## src/rtl/dac_hold_pkg.sv

```systemverilog
// Purpose: Shared constants for the converter data-hold and trigger block
// Assumes: Registers sit at byte offsets on a simple peripheral register port
// Notes:   Control bits live in a block-owned register at offset 0x00
package dac_hold_pkg;
  // Register offsets
  localparam logic [7:0] OFF_CONTROL      = 8'h00;
  localparam logic [7:0] OFF_SOFT_TRIGGER = 8'h04;
  localparam logic [7:0] OFF_HOLD_RIGHT12 = 8'h08;
  localparam logic [7:0] OFF_HOLD_LEFT12  = 8'h0c;
  localparam logic [7:0] OFF_HOLD_RIGHT8  = 8'h10;
  localparam logic [7:0] OFF_OUTPUT_VALUE = 8'h2c;
  // Field positions
  localparam int SW_TRIGGER_POS  = 0;
  localparam int TRIG_ENABLE_POS = 2;
  localparam int TRIG_SEL_LSB    = 3;
  localparam int LEFT12_LSB      = 4;
  // Reset values and codes
  localparam logic [31:0] RESET_WORD  = 32'h0000_0000;
  localparam logic [2:0]  SEL_SOFTWARE = 3'h7;
  // Which hold register was written last
  typedef enum logic [2:0] {
    SRC_R12 = 3'b001,
    SRC_L12 = 3'b010,
    SRC_R8  = 3'b100
  } hold_src_e;
endpackage : dac_hold_pkg

```

## src/rtl/dac_hold_if.sv

```systemverilog
// Purpose: Carries the sample and trigger between front end and staging stage
// Assumes: One clock domain
// Notes:   Front end drives requests, stage drives output value
interface dac_hold_if;
  logic [11:0] hold_sample;
  logic        load_now;
  logic [11:0] output_sample;
  logic        loaded;
  modport front (output hold_sample, output load_now, input output_sample, input loaded);
  modport stage (input hold_sample, input load_now, output output_sample, output loaded);
endinterface : dac_hold_if

```

## src/rtl/dac_data_hold_and_trigger.sv

```systemverilog
// Purpose: Register front end of a single-channel converter
// Assumes: Register port is synchronous, writes and reads take one cycle
// Notes:   Hardware trigger inputs are sampled as plain synchronous pulses
module dac_data_hold_and_trigger (
  // Clock and reset
  input  wire logic        clk_sys_in,
  input  wire logic        reset_in,
  // Register port
  input  wire logic        reg_sel_in,
  input  wire logic        reg_write_in,
  input  wire logic [7:0]  reg_addr_in,
  input  wire logic [31:0] reg_wdata_in,
  output logic      [31:0] reg_rdata_out,
  // Hardware trigger events, codes 0 to 6
  input  wire logic [6:0]  hw_trigger_in,
  // Converter core
  output logic      [11:0] output_sample_out
);
  typedef struct packed {
    logic              sw_trigger_bit;
    logic [11:0]       hold_sample;
    logic [11:0]       raw_r12;
    logic [11:0]       raw_l12;
    logic [7:0]        raw_r8;
    dac_hold_pkg::hold_src_e src;
    logic              trigger_enable_bit;
    logic [2:0]        trigger_source_sel;
    logic              pending;
    logic [31:0]       rdata;
  } front_s;
  front_s st_reg;
  front_s st_next;

  dac_hold_if link ();

  // Output data register lives in the stage
  dac_output_stage u_stage (
    .clk_sys_in (clk_sys_in),
    .reset_in   (reset_in),
    .link       (link.stage)
  );

  // Decode a write strobe for one offset
  function automatic logic wr_hit(input logic sel, input logic wr, input logic [7:0] a, input logic [7:0] off);
    wr_hit = sel && wr && (a == off);
  endfunction : wr_hit

  logic trig_event;
  logic load_now;

  // Selected trigger source
  always_comb begin
    if (st_reg.trigger_source_sel == dac_hold_pkg::SEL_SOFTWARE) begin
      trig_event = st_reg.sw_trigger_bit;
    end else begin
      trig_event = hw_trigger_in[st_reg.trigger_source_sel];
    end
  end

  // Transfer request: immediate when disabled, else on trigger
  assign load_now = st_reg.trigger_enable_bit ? (st_reg.pending && trig_event)
                                              : st_reg.pending;

  assign link.hold_sample = st_reg.hold_sample;
  assign link.load_now    = load_now;

  // Register writes, trigger clear and read mux
  always_comb begin
    st_next = st_reg;
    if (load_now) begin
      st_next.pending = 1'b0;
    end
    // Clear one cycle after the transfer
    if (link.loaded && st_reg.trigger_source_sel == dac_hold_pkg::SEL_SOFTWARE) begin
      st_next.sw_trigger_bit = 1'b0;
    end
    if (wr_hit(reg_sel_in, reg_write_in, reg_addr_in, dac_hold_pkg::OFF_CONTROL)) begin
      st_next.trigger_enable_bit = reg_wdata_in[dac_hold_pkg::TRIG_ENABLE_POS];
      st_next.trigger_source_sel = reg_wdata_in[dac_hold_pkg::TRIG_SEL_LSB +: 3];
    end
    if (wr_hit(reg_sel_in, reg_write_in, reg_addr_in, dac_hold_pkg::OFF_SOFT_TRIGGER)) begin
      st_next.sw_trigger_bit = reg_wdata_in[dac_hold_pkg::SW_TRIGGER_POS];
    end
    if (wr_hit(reg_sel_in, reg_write_in, reg_addr_in, dac_hold_pkg::OFF_HOLD_RIGHT12)) begin
      st_next.raw_r12     = reg_wdata_in[11:0];
      st_next.hold_sample = reg_wdata_in[11:0];
      st_next.src         = dac_hold_pkg::SRC_R12;
      st_next.pending     = 1'b1;
    end
    if (wr_hit(reg_sel_in, reg_write_in, reg_addr_in, dac_hold_pkg::OFF_HOLD_LEFT12)) begin
      st_next.raw_l12     = reg_wdata_in[dac_hold_pkg::LEFT12_LSB +: 12];
      st_next.hold_sample = reg_wdata_in[dac_hold_pkg::LEFT12_LSB +: 12];
      st_next.src         = dac_hold_pkg::SRC_L12;
      st_next.pending     = 1'b1;
    end
    if (wr_hit(reg_sel_in, reg_write_in, reg_addr_in, dac_hold_pkg::OFF_HOLD_RIGHT8)) begin
      st_next.raw_r8      = reg_wdata_in[7:0];
      st_next.hold_sample = {reg_wdata_in[7:0], 4'h0};
      st_next.src         = dac_hold_pkg::SRC_R8;
      st_next.pending     = 1'b1;
    end
    // Registered read data, reserved bits zero
    unique case (reg_addr_in)
      dac_hold_pkg::OFF_CONTROL:
        st_next.rdata = {26'h0, st_reg.trigger_source_sel, st_reg.trigger_enable_bit, 2'h0};
      dac_hold_pkg::OFF_SOFT_TRIGGER: st_next.rdata = {31'h0, st_reg.sw_trigger_bit};
      dac_hold_pkg::OFF_HOLD_RIGHT12: st_next.rdata = {20'h0, st_reg.raw_r12};
      dac_hold_pkg::OFF_HOLD_LEFT12:  st_next.rdata = {16'h0, st_reg.raw_l12, 4'h0};
      dac_hold_pkg::OFF_HOLD_RIGHT8:  st_next.rdata = {24'h0, st_reg.raw_r8};
      dac_hold_pkg::OFF_OUTPUT_VALUE: st_next.rdata = {20'h0, link.output_sample};
      default:                        st_next.rdata = dac_hold_pkg::RESET_WORD;
    endcase
  end

  // State register
  always_ff @(posedge clk_sys_in) begin
    if (reset_in) begin
      st_reg     <= '0;
      st_reg.src <= dac_hold_pkg::SRC_R12;
    end else begin
      st_reg <= st_next;
    end
  end

  assign reg_rdata_out     = st_reg.rdata;
  assign output_sample_out = link.output_sample;

  // Checks
  property p_untrig_copy;
    @(posedge clk_sys_in) disable iff (reset_in)
      (st_reg.pending && !st_reg.trigger_enable_bit) |=> (output_sample_out == $past(st_reg.hold_sample));
  endproperty
  a_untrig_copy: assert property (p_untrig_copy) else $error("hold not copied");

  property p_sw_clear;
    @(posedge clk_sys_in) disable iff (reset_in)
      (load_now && st_reg.trigger_source_sel == 3'h7 && !reg_sel_in) ##1 !reg_sel_in |=> !st_reg.sw_trigger_bit;
  endproperty
  a_sw_clear: assert property (p_sw_clear) else $error("trigger bit not cleared");

  property p_wait_trigger;
    @(posedge clk_sys_in) disable iff (reset_in)
      (st_reg.trigger_enable_bit && !trig_event) |=> $stable(output_sample_out);
  endproperty
  a_wait_trigger: assert property (p_wait_trigger) else $error("output moved without trigger");

  property p_sw_source;
    @(posedge clk_sys_in) disable iff (reset_in)
      (st_reg.trigger_enable_bit && st_reg.pending && st_reg.sw_trigger_bit && st_reg.trigger_source_sel == 3'h7)
        |=> (output_sample_out == $past(st_reg.hold_sample));
  endproperty
  a_sw_source: assert property (p_sw_source) else $error("software source ignored");

  property p_r8_place;
    @(posedge clk_sys_in) disable iff (reset_in)
      wr_hit(reg_sel_in, reg_write_in, reg_addr_in, dac_hold_pkg::OFF_HOLD_RIGHT8)
        |=> (st_reg.hold_sample == {$past(reg_wdata_in[7:0]), 4'h0});
  endproperty
  a_r8_place: assert property (p_r8_place) else $error("8-bit sample misplaced");

  property p_l12_take;
    @(posedge clk_sys_in) disable iff (reset_in)
      wr_hit(reg_sel_in, reg_write_in, reg_addr_in, 8'h0c) |=> (st_reg.hold_sample == $past(reg_wdata_in[15:4]));
  endproperty
  a_l12_take: assert property (p_l12_take) else $error("left sample wrong");

  property p_r12_take;
    @(posedge clk_sys_in) disable iff (reset_in)
      wr_hit(reg_sel_in, reg_write_in, reg_addr_in, 8'h08) |=> (st_reg.raw_r12 == $past(reg_wdata_in[11:0]));
  endproperty
  a_r12_take: assert property (p_r12_take) else $error("right sample wrong");

  property p_out_ro;
    @(posedge clk_sys_in) disable iff (reset_in)
      (wr_hit(reg_sel_in, reg_write_in, reg_addr_in, 8'h2c) && !load_now) |=> $stable(output_sample_out);
  endproperty
  a_out_ro: assert property (p_out_ro) else $error("output register written");

  property p_reset_zero;
    @(posedge clk_sys_in)
      reset_in |=> (st_reg.sw_trigger_bit == 1'b0 && st_reg.raw_r12 == 12'h000
        && st_reg.raw_l12 == 12'h000 && st_reg.raw_r8 == 8'h00
        && output_sample_out == 12'h000);
  endproperty
  a_reset_zero: assert property (p_reset_zero) else $error("reset value wrong");

  property p_r8_take;
    @(posedge clk_sys_in) disable iff (reset_in)
      wr_hit(reg_sel_in, reg_write_in, reg_addr_in, dac_hold_pkg::OFF_HOLD_RIGHT8)
        |=> (st_reg.raw_r8 == $past(reg_wdata_in[7:0]));
  endproperty
  a_r8_take: assert property (p_r8_take) else $error("byte sample wrong");

  property p_hold_src;
    @(posedge clk_sys_in) disable iff (reset_in)
      (st_reg.src == dac_hold_pkg::SRC_R12 && st_reg.hold_sample == st_reg.raw_r12)
        || (st_reg.src == dac_hold_pkg::SRC_L12 && st_reg.hold_sample == st_reg.raw_l12)
        || (st_reg.src == dac_hold_pkg::SRC_R8 && st_reg.hold_sample == {st_reg.raw_r8, 4'h0});
  endproperty
  a_hold_src: assert property (p_hold_src) else $error("hold sample disagrees with source");

  property p_sw_hold;
    @(posedge clk_sys_in) disable iff (reset_in)
      (load_now && !link.loaded && st_reg.sw_trigger_bit && !reg_sel_in
        && st_reg.trigger_source_sel == dac_hold_pkg::SEL_SOFTWARE)
        |=> st_reg.sw_trigger_bit;
  endproperty
  a_sw_hold: assert property (p_sw_hold) else $error("trigger bit cleared too early");

  property p_rd_out;
    @(posedge clk_sys_in) disable iff (reset_in)
      (reg_addr_in == dac_hold_pkg::OFF_OUTPUT_VALUE) |=> (reg_rdata_out == {20'h0, $past(output_sample_out)});
  endproperty
  a_rd_out: assert property (p_rd_out) else $error("output read wrong");
endmodule : dac_data_hold_and_trigger

```

## src/rtl/dac_output_stage.sv

```systemverilog
// Purpose: Output data register feeding the converter core
// Assumes: load_now is a one-cycle or level request
// Notes:   loaded pulses the cycle after a transfer
module dac_output_stage (
  // Clock and reset
  input  wire logic clk_sys_in,
  input  wire logic reset_in,
  // Link to front end
  dac_hold_if.stage link
);
  typedef struct packed {
    logic [11:0] value;
    logic        loaded;
  } stage_s;
  stage_s st_reg;
  stage_s st_next;

  // Capture the hold sample on request
  always_comb begin
    st_next        = st_reg;
    st_next.loaded = link.load_now;
    if (link.load_now) begin
      st_next.value = link.hold_sample;
    end
  end

  // State register
  always_ff @(posedge clk_sys_in) begin
    if (reset_in) begin
      st_reg <= '0;
    end else begin
      st_reg <= st_next;
    end
  end

  assign link.output_sample = st_reg.value;
  assign link.loaded        = st_reg.loaded;
endmodule : dac_output_stage

```

## config.mk

```make
export PLATFORM = sky130hd
export DESIGN_NAME = dac_data_hold_and_trigger
export DESIGN_NICKNAME = d
export VERILOG_FILES = /design/src/rtl/dac_hold_pkg.sv /design/src/rtl/dac_hold_if.sv /design/src/rtl/dac_data_hold_and_trigger.sv /design/src/rtl/dac_output_stage.sv
export SDC_FILE = /design/constraint.sdc
export NUM_CORES = 1
export LEC_CHECK = 0
export BUFFER_PORTS_ARGS = -buffer_cell sky130_fd_sc_hd__buf_2
export CORE_MARGIN = 8
export CORE_UTILIZATION = 55
export DETAILED_ROUTE_END_ITERATION = 10
export HOLD_SLACK_MARGIN = 0.08
export PLACE_DENSITY_LB_ADDON = 0.25
export SLEW_MARGIN = 0
export SYNTH_ARGS = -nofsm -noshare
export SYNTH_HDL_FRONTEND = slang
export SYNTH_SLANG_ARGS = --single-unit
```

## constraint.sdc

```tcl
create_clock -name clk_sys_in -period 2.98 [get_ports clk_sys_in]
set_input_delay 0.149 -clock clk_sys_in [delete_from_list [all_inputs] [get_ports clk_sys_in]]
set_output_delay 0.149 -clock clk_sys_in [all_outputs]
set_load 0.02 [all_outputs]
```

# ---- After elaboration in Yosys (flattened, before gate mapping)
# Index checks and enable logic that the tools add are counted.
dict set report op_classes {
  n_lt_le_gt_ge 1
  n_eq_ne 6
  mux 14
  n_reduce_logical 14
}
# op count
set ops {}
lappend ops {{16-bit one-hot mux with 6 select lines} 1}
lappend ops {{12-bit 2-to-1 mux} 2}
lappend ops {{24-bit 2-to-1 mux} 1}
lappend ops {{8-bit by 4-bit == test with 1-bit output (second input constant)} 2}
lappend ops {{1-bit 2-to-1 mux} 9}
lappend ops {{8-bit by 3-bit == test with 1-bit output (second input constant)} 1}
lappend ops {{8-bit by 5-bit == test with 1-bit output (second input constant)} 1}
lappend ops {{8-bit by 6-bit == test with 1-bit output (second input constant)} 1}
lappend ops {{1-bit logical AND} 8}
lappend ops {{8-bit logical NOT} 1}
lappend ops {{3-bit by 4-bit < comparator with 1-bit output (second input constant)} 1}
lappend ops {{2-bit nonzero test} 2}
lappend ops {{4-bit nonzero test} 1}
lappend ops {{1-bit binary-select mux with 3-bit select} 1}
lappend ops {{3-bit == test (second input constant)} 1}
lappend ops {{3-bit nonzero test} 1}
lappend ops {{2-bit OR reduction} 1}
dict set report word_totals {
  reg_bits 95
  inputBits 51
  output_inout_bits 44
  elab_cells 47
}

# ---- Longest topological paths before layout
dict set report logic_depth {
  depth_word 9
  mapped_depth 6
  mapped_depth_nobuf 4
}

# ---- By module
# Synthesis repeated with hierarchy kept, for this count alone.
dict set report unflattened {
  hier_cells 374
  area_unflattened_um2 3420.8
}
# mod instances cells_per_inst area_per_inst_um2 seq_area_each_um2
set by_module_without_submodules {}
lappend by_module_without_submodules {dac_data_hold_and_trigger 1 333 2952.8 1321.3}
lappend by_module_without_submodules {dac_output_stage 1 41 467.9 260.2}

# ---- Least setup slack after synthesis
# No wires, ideal clock.
dict set report synth_path {
  path_kind {register -> register}
  startpoint {register st_reg[33] (netlist bit)}
  endpoint {register u_stage.st_reg (netlist bit u_stage.link.output_sample[1])}
  setup_ns 0.143
  arrival_ns 1.663
  required_ns 2.837
  path_slack_ns 1.173
  path_stages_with_launch 7
  path_buffers 2
  synth_period_minus_slack_ns 1.807
  path_cell_list {dfxtp_1 > clkbuf_1 > mux4_2 > and2_1 > clkbuf_1 > a21oi_1 > o311ai_0}
}
dict set report synth_between {
  elab_chain_cells 5
  word_cells_on_any_way 6
  cone_classes {1 x eq/ne; 4 x mux; 1 x reduce/logical}
}
# element line
set synth_rtl {}
lappend synth_rtl {{start: declaration} dac_data_hold_and_trigger.sv:31} ;# front_s st_reg;
lappend synth_rtl {{start signal: assignment} dac_data_hold_and_trigger.sv:121} ;# st_reg <= st_next;
lappend synth_rtl {{1-bit binary-select mux with 3-bit select} dac_data_hold_and_trigger.sv:56} ;# trig_event = hw_trigger_in[st_reg.trigger_source_sel];
lappend synth_rtl {{1-bit 2-to-1 mux (not written as such)} dac_data_hold_and_trigger.sv:56}
lappend synth_rtl {{1-bit 2-to-1 mux (*)} dac_data_hold_and_trigger.sv:53} ;# if (st_reg.trigger_source_sel == dac_hold_pkg::SEL_SOFTWARE) begin
lappend synth_rtl {{1-bit logical AND (*)} dac_data_hold_and_trigger.sv:61} ;# assign load_now = st_reg.trigger_enable_bit ? (st_reg.pending && trig_event)
lappend synth_rtl {{1-bit 2-to-1 mux (*)} dac_data_hold_and_trigger.sv:61}
lappend synth_rtl {{end signal: assignment} dac_output_stage.sv:32} ;# st_reg <= st_next;
lappend synth_rtl {{end: declaration} dac_output_stage.sv:15} ;# stage_s st_reg;
# Mark *: on every way between the ends. The rest lies on a longest branch, timed or not. The select of a mux whose other input is x is not followed.
# A chain may end at the register's enable or synchronous reset.

# ---- Final worst setup path
dict set report layout_path {
  startpoint {register st_reg[33] (netlist bit)}
  endpoint {register u_stage.st_reg (netlist bit u_stage.link.output_sample[9])}
}
# The elaborated chain is that of the path after synthesis.

==> out/qor.txt <==
Status - finished clean
DIE WIDTH - 100.7 um
CTS resizes - 0
Synth Register Bits - 79
Routability cong. - 0.9248
XOR/XNOR Fraction of Synth Area - 0
Core area - 7098 um^2
Slowest cell on crit path - mux4_2
Worst-skew pair later-pin latency - 0.36 ns
DRT Wirelength - 11160 um
Vert. Die Dim - 100.7 um
CTS tree - built
WHS - 0.09863 ns
Maximum fanout along the worst path - 14
CP cell instances - mux4_2 -> nand2_1 -> nand4b_1 -> o311ai_0
Die area - 10140 um^2
RSZ-0062 raised after global routing - no
Clk buf depth - 2
H-tree levels - 3
Hold EP - st_reg[40]
Most common cell after layout, fill and taps aside - dfxtp_1
Max incr delay on CP - 0.57 ns
Final Hold Vio Count - 0
Starting DRT DRC Count - 294
Via count of the first global-routing pass - 3478
Minimum clock period - 2.001 ns
Worst hold path class - input port to flop
Ys flop type - dfxtp_1
Unique cell type count in the Yosys netlist - 47
Fin nets - 539
DRC Markers - 0
PwrDens - 446.9 nW/um^2
Mux contribution to synthesized area - 0.1008
Final non-filler cell area - 4369 um^2
Initial antenna violation count - 0
Max cap viols - 0
Starting density of the core - 0.5561
Fraction of layout cells with a size suffix above 1 - 0.2170
Layout area overhead - 10.68%
Worst slew pin tran - 1.017 ns
Placed Area - 4106 um^2
Synth Area in Compound Gates - 0.1807
Main combinational cell family by area after synthesis - simple AND/OR/NAND/NOR gates
Fmax - 0.4997 GHz
Syn avg cell area - 8.753 um^2
Ys Warns - 0
Post-route clock period utilization - 0.6715
DRT antenna net count - 0
Worst r2r src - st_reg[33]
I/O pin total - 95
CTS clk-pin slew, worst paths - 0.08 ns
# rows - 31
Via count - 3506
Final TNS setup - 0 ns
Share of flip-flops with an asynchronous set or reset - 0
Setup crit end kind - flop
Fillers - 635
Max VDD drop - 0.0003071 V
Router iterations before antenna repair - 5
Simple-gate share of the synthesized area - 0.2206
Mapped cell area - 3948 um^2
CTS sink count - 79
# diodes - 0
Max_slew headroom - 0.3210
Sequential-to-total area share from yosys stat - 0.4006
Most frequent cells in the layout - dfxtp_1 (79), buf_2 (62), nand2_1 (60)
R2R setup slack - 0.98 ns
Startpoint types - flop
Mapped Cells - 451
Pleak - 1.690 nW
GRT overflow - 0
Final clock skew - 0.007882 ns
Worst EP required - 3.23 ns
Setup WS pre-CTS - 0.8111 ns
Number of flip-flops in the largest register - 38
Avg WL per Cell - 18.86 um
CP Class - flop to flop
Reg2Reg Depth - 4
Num CTS Buffers - 9
Crit Reg-Reg Endpoint - u_stage.link.output_sample[9]
EDFF count, synth - 0
Pin count of the biggest net entering global routing - 40
CP arrival - 2.25 ns
HP Start - reg_wdata_in[0]
Root Buffer - clkbuf_8
Hold path depth - 3
HPWL Detailed - 7791 um
Adder-cell share of the synthesized area - 0
Fin. max-slew vios - 0
Endpoints failing setup - 0
Total track usage - 0.2265
Buffers on Ports - 62
Via/cell ratio - 5.922
Worst setup margin - 0.9788 ns
First-pass GRT wire length - 17770 um
per-layer routing:
metal / track usage / up-vias / part of all wire
met5: 0 / - / 0
met4: 0.09535 / 0 / 0.022
met3: 0.05939 / 24 / 0.091
met2: 0.3556 / 161 / 0.45
met1: 0.2855 / 1669 / 0.43
li1: - / 1652 / -
metrics by stage:
stage / total power [mW] / util / cells
floorplan: 1.181 / - / 466
global placement: 1.226 / 0.5785 / 568
detailed placement: 1.228 / 0.5785 / 568
CTS: 1.961 / 0.6155 / 592
global route: 2.016 / 0.6155 / 592
finish: 1.953 / 0.6155 / 592
Yosys cell counts, drive strengths merged (2+ instances only):
cell type / n / area (um^2)
dfxtp: 79 / 1582
nand2: 60 / 225.2
nor2: 44 / 165.2
a21oi: 42 / 229.0
buf: 40 / 282.8
clkbuf: 25 / 93.84
mux2i: 24 / 240.2
a22oi: 15 / 112.6
mux2: 12 / 135.1
nand4b: 12 / 105.1
nor3b: 12 / 90.09
o311ai: 12 / 105.1
nand3: 10 / 50.05
and2: 8 / 50.05
nor3: 7 / 62.56
o2bb2ai: 7 / 61.31
a2111oi: 4 / 40.04
a22o: 4 / 35.03
a21o: 3 / 22.52
a2bb2oi: 3 / 26.28
a32oi: 3 / 26.28
nand2b: 3 / 18.77
nor4: 2 / 12.51
nor4b: 2 / 17.52
or4: 2 / 18.77
logic make-up (layout without fill, tap and decap cells):
| logic type | Yosys count | count (layout) |
|---|---|---|
| compound gates | 99 | 99 |
| buf+inv | 66 | 93 |
| flops | 79 | 79 |
| mux | 37 | 37 |
| other cells | 1 | 16 |
| simple gates | 169 | 169 |
worst max-delay path by stage:
stage                   start                             to  slack, ns
2_1_floorplan      st_reg[33]  u_stage.link.output_sample[1]       1.17
3_3_place_gp   reg_addr_in[2]                     st_reg[50]       0.86
3_5_place_dp   reg_addr_in[2]                     st_reg[50]       0.81
4_1_cts            st_reg[33]  u_stage.link.output_sample[9]       0.97
5_1_grt            st_reg[33]  u_stage.link.output_sample[0]       0.86
6_report           st_reg[33]  u_stage.link.output_sample[9]       0.98
final cells by class:
type	instances	area, um^2	area share
well taps	99	123.9	0.02835
clock inverters	6	45.04	0.01031
clock buffers	10	137.6	0.03150
multi-input cells	321	2042	0.4674
repair buffers	76	435.4	0.09966
flip-flops and latches	79	1582	0.3620
inverters	1	3.754	0.0008591
timing repair:
item	in CTS	in global routing
hold buffers	8	0
endpoints found under the hold margin	9	0
buffers inserted	0	0
worst max-delay path, delay by kind of cell, from the launching register on:
family	cells	cell delay, ns
AND/OR/NAND/NOR	2	0.68
multiplexers	1	0.57
flip-flops	1	0.50
AO/OA/AOI/OAI	1	0.14
where the power goes:
part	switching (mW)	internal, mW	leakage (nW)	total (mW)
Sequential	0.000647	1.06	0.636	1.06
Clock	0.409	0.327	0.0849	0.737
Combinational	0.109	0.0507	0.970	0.160
Power figures use the tool's default switching activity.
